## src/rtl/gpio_port_consts.vh

```
`ifndef GPIO_PORT_CONSTS_VH
`define GPIO_PORT_CONSTS_VH

// =====================================================================
// register indices (word index; byte address is four times the index)
// =====================================================================
`define PORT_CTRL_IDX          18'h0_C006
`define PORT_LOW_OUT_IDX       18'h0_C01E
`define PORT_LOW_IN_IDX        18'h0_C020
`define PORT_LOW_DIR_IDX       18'h0_C022
`define PORT_HIGH_OUT_IDX      18'h0_C024
`define PORT_HIGH_IN_IDX       18'h0_C026
`define PORT_HIGH_DIR_IDX      18'h0_C028
`define IRQ_STATUS_IDX         18'h0_C02A
`define IRQ_MASK_IDX           18'h0_C02C

`define REG_ADDR(idx)          ({(idx), 2'b00})

// =====================================================================
// port control fields
// =====================================================================
`define CTRL_LINE0_EN_BIT      0
`define CTRL_LINE0_POL_BIT     1
`define CTRL_LINE1_EN_BIT      2
`define CTRL_LINE1_POL_BIT     3
`define CTRL_MODE_LSB          8
`define CTRL_MODE_MSB          10
`define CTRL_WPROT_BIT         15
`define CTRL_WRITABLE_MASK     16'hCFFF
`define CTRL_MODE_PROT_MASK    16'h0700
`define MODE_PLAIN_GPIO        3'h0

// =====================================================================
// pins and reset values
// =====================================================================
`define LINE0_PIN              24
`define LINE1_PIN              25
`define MODE_OWNED_PINS        32'h01F8_FFFF
`define HALF_RESET             16'h0000
`define CTRL_RESET             16'h0000
`define IRQ_RESET              2'h0

`endif

```

## src/rtl/gpio_port_with_edge_irqs.v

```verilog
`timescale 1ns/100ps
`include "gpio_port_consts.vh"

module gpio_port_with_edge_irqs #(
  parameter ADDR_W  = 20,
  parameter PINS    = 32,
  parameter HALF_W  = 16
) (
  input  wire              clock_i,
  input  wire              reset_n_i,
  input  wire              ce_i,
  // apb slave
  input  wire              psel_i,
  input  wire              penable_i,
  input  wire              pwrite_i,
  input  wire [ADDR_W-1:0] paddr_i,
  input  wire [31:0]       pwdata_i,
  output reg  [31:0]       prdata_o,
  output wire              pready_o,
  output reg               pslverr_o,
  // pins
  input  wire [PINS-1:0]   gpio_in_i,
  output wire [PINS-1:0]   gpio_out_o,
  output wire [PINS-1:0]   gpio_oe_n_o,
  // toward the processor
  input  wire              proc_irq_enable_i,
  output wire              ext_interrupt_line_zero_o,
  output wire              ext_interrupt_line_one_o,
  output wire              irq_o
);

  // ===================================================================
  // bus decode
  // ===================================================================
  reg                ready_q;
  reg  [15:0]        port_ctrl;
  reg  [1:0]         irq_status;
  reg  [1:0]         irq_mask;
  reg  [15:0]        next_ctrl;
  reg  [31:0]        next_rdata;
  reg                next_err;

  wire [HALF_W-1:0]  low_out;
  wire [HALF_W-1:0]  low_dir;
  wire [HALF_W-1:0]  high_out;
  wire [HALF_W-1:0]  high_dir;
  wire [1:0]         line_edge;
  wire [1:0]         line_event;
  wire [1:0]         line_pol;
  wire [1:0]         line_pin;

  wire setup_phase = psel_i & ~penable_i;
  wire access_done = psel_i & penable_i & ready_q;
  wire wr_access   = access_done & pwrite_i;

  wire hit_ctrl     = (paddr_i == `REG_ADDR(`PORT_CTRL_IDX));
  wire hit_low_out  = (paddr_i == `REG_ADDR(`PORT_LOW_OUT_IDX));
  wire hit_low_in   = (paddr_i == `REG_ADDR(`PORT_LOW_IN_IDX));
  wire hit_low_dir  = (paddr_i == `REG_ADDR(`PORT_LOW_DIR_IDX));
  wire hit_high_out = (paddr_i == `REG_ADDR(`PORT_HIGH_OUT_IDX));
  wire hit_high_in  = (paddr_i == `REG_ADDR(`PORT_HIGH_IN_IDX));
  wire hit_high_dir = (paddr_i == `REG_ADDR(`PORT_HIGH_DIR_IDX));
  wire hit_status   = (paddr_i == `REG_ADDR(`IRQ_STATUS_IDX));
  wire hit_mask     = (paddr_i == `REG_ADDR(`IRQ_MASK_IDX));
  wire hit_any      = hit_ctrl | hit_low_out | hit_low_in | hit_low_dir | hit_high_out |
                      hit_high_in | hit_high_dir | hit_status | hit_mask;
  // input data registers are read only; a write there is flagged as an error
  wire hit_ro       = hit_low_in | hit_high_in;

  // no wait state; read data is registered in the setup phase so that it leaves a flip-flop
  assign pready_o = ready_q;

  always @(posedge clock_i)
  begin
    if (!reset_n_i)
      ready_q <= 1'b0;
    else if (ce_i)
      ready_q <= setup_phase;
  end

  // ===================================================================
  // read mux
  // ===================================================================
  always @*
  begin
    next_rdata = 32'h0000_0000;
    next_err   = 1'b0;
    if (!hit_any)
      next_err = 1'b1;
    else if (pwrite_i & hit_ro)
      next_err = 1'b1;
    if (hit_ctrl)
      next_rdata = {16'h0000, port_ctrl};
    if (hit_low_out)
      next_rdata = {16'h0000, low_out};
    if (hit_low_in)
      next_rdata = {16'h0000, gpio_in_i[HALF_W-1:0]};
    if (hit_low_dir)
      next_rdata = {16'h0000, low_dir};
    if (hit_high_out)
      next_rdata = {16'h0000, high_out};
    if (hit_high_in)
      next_rdata = {16'h0000, gpio_in_i[PINS-1:HALF_W]};
    if (hit_high_dir)
      next_rdata = {16'h0000, high_dir};
    if (hit_status)
      next_rdata = {30'h0000_0000, irq_status};
    if (hit_mask)
      next_rdata = {30'h0000_0000, irq_mask};
  end

  always @(posedge clock_i)
  begin
    if (!reset_n_i)
    begin
      prdata_o  <= 32'h0000_0000;
      pslverr_o <= 1'b0;
    end
    else if (ce_i)
    begin
      if (setup_phase)
      begin
        prdata_o  <= pwrite_i ? 32'h0000_0000 : next_rdata;
        pslverr_o <= next_err;
      end
      else if (access_done)
      begin
        prdata_o  <= 32'h0000_0000;
        pslverr_o <= 1'b0;
      end
    end
  end

  // ===================================================================
  // port control register
  // ===================================================================
  // bits 12 and 13 are not stored; unused bits 4-7, 11 and 14 are stored and read back but drive nothing
  always @*
  begin
    next_ctrl = port_ctrl;
    if (wr_access & hit_ctrl)
    begin
      next_ctrl = pwdata_i[15:0] & `CTRL_WRITABLE_MASK;
      // once protection is on the pin-use field keeps its value until reset
      // the protect bit itself is sticky too, else two writes could undo the lock
      if (port_ctrl[`CTRL_WPROT_BIT])
      begin
        next_ctrl = (next_ctrl & ~`CTRL_MODE_PROT_MASK) | (port_ctrl & `CTRL_MODE_PROT_MASK);
        next_ctrl[`CTRL_WPROT_BIT] = 1'b1;
      end
    end
  end

  always @(posedge clock_i)
  begin
    if (!reset_n_i)
      port_ctrl <= `CTRL_RESET;
    else if (ce_i)
      port_ctrl <= next_ctrl;
  end

  wire [2:0] pin_mode   = port_ctrl[`CTRL_MODE_MSB:`CTRL_MODE_LSB];
  wire       plain_mode = (pin_mode == `MODE_PLAIN_GPIO);

  // ===================================================================
  // output data and direction halves
  // ===================================================================
  port_half_regs #(
    .WIDTH (HALF_W)
  ) u_low_half (
    .clock_i     (clock_i),
    .reset_n_i   (reset_n_i),
    .ce_i        (ce_i),
    .wr_data_i   (wr_access & hit_low_out),
    .wr_dir_i    (wr_access & hit_low_dir),
    .wdata_i     (pwdata_i[HALF_W-1:0]),
    .out_data_o  (low_out),
    .direction_o (low_dir)
  );

  port_half_regs #(
    .WIDTH (HALF_W)
  ) u_high_half (
    .clock_i     (clock_i),
    .reset_n_i   (reset_n_i),
    .ce_i        (ce_i),
    .wr_data_i   (wr_access & hit_high_out),
    .wr_dir_i    (wr_access & hit_high_dir),
    .wdata_i     (pwdata_i[HALF_W-1:0]),
    .out_data_o  (high_out),
    .direction_o (high_dir)
  );

  // ===================================================================
  // pin drivers
  // ===================================================================
  wire [PINS-1:0] all_dir   = {high_dir, low_dir};
  wire [PINS-1:0] mode_keep = plain_mode ? {PINS{1'b1}} : ~`MODE_OWNED_PINS;

  // other pin uses are not built here, so owned pins simply stop driving
  assign gpio_out_o  = {high_out, low_out};
  assign gpio_oe_n_o = ~(all_dir & mode_keep);

  // ===================================================================
  // external interrupt lines
  // ===================================================================
  assign line_pin[0] = gpio_in_i[`LINE0_PIN];
  assign line_pin[1] = gpio_in_i[`LINE1_PIN];
  assign line_pol[0] = port_ctrl[`CTRL_LINE0_POL_BIT];
  assign line_pol[1] = port_ctrl[`CTRL_LINE1_POL_BIT];

  genvar g;
  generate
    for (g = 0; g < 2; g = g + 1)
    begin : g_line
      line_edge_detect u_detect (
        .clock_i   (clock_i),
        .reset_n_i (reset_n_i),
        .ce_i      (ce_i),
        .pin_i     (line_pin[g]),
        .rising_i  (line_pol[g]),
        .edge_o    (line_edge[g])
      );
    end
  endgenerate

  assign line_event[0] = line_edge[0] & port_ctrl[`CTRL_LINE0_EN_BIT];
  assign line_event[1] = line_edge[1] & port_ctrl[`CTRL_LINE1_EN_BIT];

  assign ext_interrupt_line_zero_o = line_event[0] & proc_irq_enable_i;
  assign ext_interrupt_line_one_o  = line_event[1] & proc_irq_enable_i;

  // ===================================================================
  // sticky status and mask
  // ===================================================================
  // a new edge in the clearing cycle wins over the write-one-to-clear
  always @(posedge clock_i)
  begin
    if (!reset_n_i)
    begin
      irq_status <= `IRQ_RESET;
      irq_mask   <= `IRQ_RESET;
    end
    else if (ce_i)
    begin
      if (wr_access & hit_status)
        irq_status <= (irq_status & ~pwdata_i[1:0]) | line_event;
      else
        irq_status <= irq_status | line_event;
      if (wr_access & hit_mask)
        irq_mask <= pwdata_i[1:0];
    end
  end

  assign irq_o = (|(irq_status & irq_mask)) & proc_irq_enable_i;

endmodule // gpio_port_with_edge_irqs

```

## src/rtl/line_edge_detect.v

```verilog
`timescale 1ns/100ps

// =====================================================================
// two-stage synchroniser and selectable edge detector for one line
// =====================================================================
module line_edge_detect (
  input  wire clock_i,
  input  wire reset_n_i,
  input  wire ce_i,
  input  wire pin_i,
  input  wire rising_i,
  output wire edge_o
);

  reg sync_first;
  reg sync_second;
  reg sync_prev;

  always @(posedge clock_i)
  begin
    if (!reset_n_i)
    begin
      sync_first  <= 1'b0;
      sync_second <= 1'b0;
      sync_prev   <= 1'b0;
    end
    else if (ce_i)
    begin
      sync_first  <= pin_i;
      sync_second <= sync_first;
      sync_prev   <= sync_second;
    end
  end

  // only the second stage and its delayed copy feed the compare
  assign edge_o = ce_i & (rising_i ? (sync_second & ~sync_prev) : (~sync_second & sync_prev));

endmodule // line_edge_detect

```

## src/rtl/port_half_regs.v

```verilog
`timescale 1ns/100ps

// =====================================================================
// output data and direction storage for one 16-pin half
// =====================================================================
module port_half_regs #(
  parameter WIDTH = 16
) (
  input  wire             clock_i,
  input  wire             reset_n_i,
  input  wire             ce_i,
  input  wire             wr_data_i,
  input  wire             wr_dir_i,
  input  wire [WIDTH-1:0] wdata_i,
  output reg  [WIDTH-1:0] out_data_o,
  output reg  [WIDTH-1:0] direction_o
);

  always @(posedge clock_i)
  begin
    if (!reset_n_i)
    begin
      out_data_o  <= {WIDTH{1'b0}};
      direction_o <= {WIDTH{1'b0}};
    end
    else if (ce_i)
    begin
      if (wr_data_i)
        out_data_o <= wdata_i;
      if (wr_dir_i)
        direction_o <= wdata_i;
    end
  end

endmodule // port_half_regs

```

## config.mk

```make
export PLATFORM = sky130hd
export DESIGN_NAME = gpio_port_with_edge_irqs
export DESIGN_NICKNAME = d
export VERILOG_FILES = /design/src/rtl/gpio_port_with_edge_irqs.v /design/src/rtl/line_edge_detect.v /design/src/rtl/port_half_regs.v
export VERILOG_INCLUDE_DIRS = /design/src /design/src/rtl
export SDC_FILE = /design/constraint.sdc
export NUM_CORES = 1
export LEC_CHECK = 0
export BUFFER_PORTS_ARGS = -buffer_cell sky130_fd_sc_hd__buf_2
export CORE_MARGIN = 2
export CORE_UTILIZATION = 50
export DETAILED_ROUTE_END_ITERATION = 8
export PLACE_DENSITY_LB_ADDON = 0.12
export SYNTH_ARGS = -nofsm -noshare
export SYNTH_HDL_FRONTEND = slang
export SYNTH_SLANG_ARGS = --single-unit
export TNS_END_PERCENT = 100
```

## constraint.sdc

```tcl
create_clock -name clock_i -period 5.3 [get_ports clock_i]
set_input_delay 1.06 -clock clock_i [delete_from_list [all_inputs] [get_ports clock_i]]
set_output_delay 1.06 -clock clock_i [all_outputs]
set_load 0.005 [all_outputs]
```

# After elaboration in Yosys (flattened, before gate mapping)
# Cells that the tools add are included.
# classes
n_reduce_logical	10
n_bitwise	45
n_eq_ne	9
mux	21
# op_table
cell	n
2-to-1 mux 32 bit	11
== test 20 x 18 -> 1 bit (second input constant)	9
AND 32 bit	1
2-to-1 mux 16 bit	2
inverter 32 bit	1
2-to-1 mux 25 bit	1
AND 1 bit	23
OR 15 x 11 -> 15 bit	1
AND reduction 2 bit	7
OR 1 bit	9
2-to-1 mux 1 bit	6
inverter 1 bit	5
AND 2 bit	2
OR 2 bit	2
zero test 3 bit	1
2-to-1 mux 2 bit	1
inverter 2 bit	1
nonzero test 2 bit	1
OR reduction 2 bit	1
# totals
register_bits	124
output_inout_bits	101
word_cells	101
input_bits	91

# Longest topological paths before layout
# logic_depth
word_depth	12
mapped_depth	9
ltp_nobuf	6

# Modules after synthesis
# A second synthesis with hierarchy kept.
# hier_totals
cells_unflattened	746
area_unflattened_um2	6135.9
# modules_own_cells
module	cells_each	n_inst	area_per_inst_um2
gpio_port_with_edge_irqs	426	1	3183.1
port_half_regs	147	2	1338.8
line_edge_detect	13	2	137.6

# Worst setup path before layout
# No wires, ideal clock.
# synth_timing
kind	input to register
from	in paddr_i[13]
to	reg u_high_half.direction_o[10]
setup_time_ps	128
path_buffers	1
arrival_ps	2755
cell_stages	7
slack_ps	2417
path_cell_list	or4_4 -> nor3_2 -> nand3_2 -> nor2_4 -> buf_6 -> mux2i_1 -> nor2_1
# synth_via
elab_chain_len	3
# synth_lines
item	line	rtl
start, declared	gpio_port_with_edge_irqs.v:16	input wire [ADDR_W-1:0] paddr_i,
== test 20 x 18 -> 1 bit (no source line)	-	
AND 1 bit	gpio_port_with_edge_irqs.v:188	.wr_dir_i (wr_access & hit_high_dir),
AND reduction 2 bit (no source line)	-	
end signal, assigned	port_half_regs.v:24	direction_o <= {WIDTH{1'b0}};
end signal, assigned	port_half_regs.v:31	direction_o <= wdata_i;
end, declared	port_half_regs.v:16	output reg [WIDTH-1:0] direction_o
# Every way passes these cells.
# A chain may end at the register's enable or synchronous reset.

# Final worst setup path
# layout_timing
from	in paddr_i[9]
to	reg u_high_half.direction_o[7]
# The elaborated chain is that of the path after synthesis.

==> Implementation_results.wiki <==
{| class="wikitable"
! Metric !! Value
|-
| Relative slew slack || 13.46%
|-
| Post-synthesis cell count || 674
|-
| Part of the power in registers || 58.7%
|-
| Worst hold slack || 0.4606 ns
|-
| Logic depth of the worst path, buffers included || 7
|-
| Row count || 37
|-
| Post-cts repair resize count || 0
|-
| Later-pin clock latency in the skew report || 0.37 ns
|-
| CP Class || primary input to flip-flop
|-
| Wirelength, routed || 18,910 µm
|-
| Drt via density || 6.065
|-
| Reported max-cap violation count || 0
|-
| Placed Instance Area || 6217 µm²
|-
| Internal reg-to-reg setup slack || 2.87 ns
|-
| CTS H-Tree Depth || 3
|-
| Worst-path maximum fanout || 16
|-
| Cells after DPL || 938
|-
| Mux cell area share after synthesis || 7.441%
|-
| Post-Synthesis Cell Area || 5398 µm²
|-
| Required @ worst endpoint || 5.53 ns
|-
| Post-CTS Hold Fix Bufs || 0
|-
| Final design instance area without fill || 6380 µm²
|-
| Final total power || 1.362 mW
|-
| Timing endpoint of the critical path || u_high_half.direction_o[7]
|-
| Buffers and inverters on the worst path || 1
|-
| Clock buffer depth || 2
|-
| Area inside the core boundary || 10,420 µm²
|-
| Total power divided by cell area || 213.5 nW/µm²
|-
| Pint || 1.009 mW
|-
| Final HPWL from detailed placement || 13,780 µm
|-
| Footprint of the multi-input gates || 2997 µm²
|-
| Global-route usage over all layers || 32.34%
|-
| Antenna-violating nets left || 0
|-
| Critical R2R Launch || pready_o
|-
| Critical Path Sink Type || flip-flop
|-
| Result of the run || finished, final reports clean
|-
| ANT cells || 0
|-
| Vias post-DR || 5,786
|-
| Horizontal die dimension || 107.9 µm
|-
| Number of enable flip-flop cells after synthesis || 0
|-
| Final sum of negative setup slack || 0 ns
|-
| Family with the most delay on the worst path || simple AND/OR/NAND/NOR gates
|-
| Switching pwr || 0.3532 mW
|-
| Count of routing violations after the opening detailed-route iteration || 681
|-
| Sum of overflow across all layers after global routing || 0
|-
| Switching share of power || 25.94%
|-
| Final #Nets || 904
|-
| Maximum number of pins on one net before global-route repair || 62
|-
| FFs w/ async S/R, synth || 0%
|-
| Static Leakage || 2.395 nW
|-
| Starting density of the core || 51.82%
|-
| Wire length per cell after detailed routing || 19.82 µm
|-
| Via count of the first global-routing pass || 5,457
|-
| Top FF cell, synth || sky130_fd_sc_hd__dfxtp_1
|-
| Leading cell type in the layout, fill and taps excluded || sky130_fd_sc_hd__nand2_1
|-
| Io pins || 192
|-
| Sequential cell area fraction in the yosys report || 39.31%
|-
| Number of library cell types mapped by synthesis || 64
|-
| Xor/xnor share of the synthesized area || 0%
|-
| Final worst clock skew || 0.01288 ns
|-
| Clock root buffer || sky130_fd_sc_hd__clkbuf_8
|-
| Category of the worst setup path launch point || primary input
|-
| Number of slew-limit violations in the final report || 0
|-
| Clock transition at the registers of the reported paths || 0.10 ns
|-
| TritonCTS buffer count || 9
|-
| Critical path data arrival time || 3.84 ns
|-
| Logic gate share of total power || 7.5%
|-
| Ratio of final minimum period to clock period || 68.10%
|-
| Gpl congestion || 0.9413
|-
| Number of setup violations in the final report || 0
|-
| Chip height || 107.9 µm
|-
| Area occupied by registers || 2122 µm²
|-
| Number of flip-flops and latches in the synthesized netlist || 106
|-
| RSZ-0062 raised after global routing || false
|-
| Synth-to-layout area growth || 18.20%
|-
| Depth of the most critical reg-to-reg path || 5
|-
| Share of final-layout standard cells stronger than drive strength 1 || 26.16%
|-
| Number of port buffers || 159
|-
| Synth Warn # || 0
|-
| Critical path's slowest cell || sky130_fd_sc_hd__nor2_4
|-
| CTS tree || built
|-
| Post-synthesis share of cell area spent on full adders, half adders and majority gates || 0%
|-
| Non-filler cells, final || 954
|-
| Wire length of the first global-routing pass || 28,950 µm
|-
| Clock tree sinks || 106
|-
| Highest ir drop seen on vdd || 0.0001618 V
|-
| Worst reg2reg path endpoint || u_high_half.out_data_o[12]
|-
| Clock power frac || 33.7%
|-
| Die Area || 11,640 µm²
|-
| Final critical path time including I/O delays and setup || 3.609 ns
|-
| Cells along the critical path || buf_2 -> nor4_4 -> nor2b_1 -> nand3_2 -> nor2_4 -> mux2i_1 -> nor2_1
|-
| Hold crit path type || flip-flop to flip-flop
|-
| Number of iterations in the first detailed-routing pass || 5
|-
| Residual DRC count || 0
|-
| Maximum operating frequency || 277.1 MHz
|-
| Source of the critical timing path || paddr_i[9]
|-
| Initial antenna violation count || 0
|-
| Post-synthesis simple-gate area fraction || 27.45%
|-
| Number of buffers inserted by post-CTS setup repair || 0
|-
| Number of hold-slack violations in the final timing report || 0
|-
| Average footprint of a synthesized cell || 8.008 µm²
|-
| Total of fill cells in the finished design || 1,009
|-
| Worst-Margin Slew || 1.288 ns
|-
| Area fraction in compound gates after synthesis || 19.31%
|-
| Max incr delay on CP || 0.74 ns
|-
| Commonest cells after routing, fill and taps aside || sky130_fd_sc_hd__nand2_1, sky130_fd_sc_hd__buf_2, sky130_fd_sc_hd__dfxtp_1
|-
| Main combinational cell family by area after synthesis || simple AND/OR/NAND/NOR gates
|}
-- how the worst min path moves through the flow --
stage	startpoint	end	slack (ns)	cells after the start
2_1_floorplan	port_ctrl[14]	port_ctrl[14]	0.43	2
3_3_place_gp	port_ctrl[14]	port_ctrl[14]	0.44	2
3_5_place_dp	prdata_o[13]	prdata_o[13]	0.44	2
4_1_cts	port_ctrl[7]	port_ctrl[7]	0.46	2
5_1_grt	u_high_half.out_data_o[6]	u_high_half.out_data_o[6]	0.48	2
6_report	port_ctrl[4]	port_ctrl[4]	0.46	2
-- routing by layer --
| layer | vias to the layer above | global-route usage [%] | routed length [µm] |
|---|---|---|---|
| met3 | 53 | 5.751 | 1716 |
| met5 | - | 0 | 0 |
| met2 | 330 | 51.12 | 8782 |
| met1 | 2758 | 43.80 | 7858 |
| met4 | 0 | 13.00 | 556 |
| li1 | 2645 | - | - |
-- metrics by stage --
step,utilization [%],setup slack [ns]
6_report,61.25,1.691
5_1_grt,61.25,1.559
4_1_cts,61.25,1.756
3_5_place_dp,59.69,1.354
3_3_place_gp,59.69,1.381
2_1_floorplan,-,2.417
-- flip-flops by register name (all words and copies together) (netlist names) --
signal and count:
port_ctrl 14, g_line.u_detect.sync_first 2, pslverr_o 1, g_line.u_detect.sync_second 2
u_low_half.out_data_o 16, irq_status 2, prdata_o 16, irq_mask 2
u_high_half.direction_o 16, g_line.u_detect.sync_prev 2, u_high_half.out_data_o 16, u_low_half.direction_o 16
pready_o 1
-- synth_stat cells, types with 6 or more instances --
cell type	n	area [µm²]
sky130_fd_sc_hd__nand3_1	16	80.08
sky130_fd_sc_hd__clkbuf_1	27	101.4
sky130_fd_sc_hd__mux2i_1	30	300.3
sky130_fd_sc_hd__nor2_1	41	153.9
sky130_fd_sc_hd__mux2_2	9	101.4
sky130_fd_sc_hd__a22o_1	11	96.34
sky130_fd_sc_hd__buf_4	16	120.1
sky130_fd_sc_hd__a221oi_1	10	87.58
sky130_fd_sc_hd__nand4_1	10	62.56
sky130_fd_sc_hd__nor3_1	12	60.06
sky130_fd_sc_hd__a22oi_1	6	45.04
sky130_fd_sc_hd__o21ai_0	11	55.05
sky130_fd_sc_hd__nand2_1	168	630.6
sky130_fd_sc_hd__inv_1	14	52.55
sky130_fd_sc_hd__buf_2	10	50.05
sky130_fd_sc_hd__o221ai_1	11	96.34
sky130_fd_sc_hd__a21oi_1	67	335.3
sky130_fd_sc_hd__dfxtp_1	106	2122
-- worst reg2reg max path, stage by stage, from the launching register on --
cell,delay (ns)
sky130_fd_sc_hd__dfxtp_1,0.39
sky130_fd_sc_hd__nand3_1,0.10
sky130_fd_sc_hd__or2_2,0.42
sky130_fd_sc_hd__nor4_4,1.00
sky130_fd_sc_hd__nand2_1,0.26
sky130_fd_sc_hd__a21oi_1,0.19
-- power by group through the flow --
| stage | clock network (mW) | logic, mW | registers [mW] |
|---|---|---|---|
| floorplan | 0 | 0.0547 | 0.818 |
| global placement | 0 | 0.0988 | 0.818 |
| detailed placement | 0 | 0.0997 | 0.819 |
| CTS | 0.463 | 0.0999 | 0.800 |
| global route | 0.489 | 0.110 | 0.801 |
| finish | 0.459 | 0.102 | 0.800 |
-- cell type report --
class                           count  share of cell area [%]
Timing Repair Buffer              169                   13.65
Multi-Input combinational cell    512                   46.97
Inverter                           15                  0.9021
Clock inverter                      3                  0.3726
Sequential cell                   106                   33.26
Tap cell                          136                   2.667
Clock buffer                       13                   2.177
-- logic make-up (layout without fill, tap and decap cells) --
logic type | after synthesis | count (layout)
flops | 106 | 106
mux | 39 | 39
buf+inv | 71 | 200
other cells | 1 | 16
simple gates | 301 | 301
compound gates | 156 | 156
No activity file was read; power rests on OpenSTA's default activity.
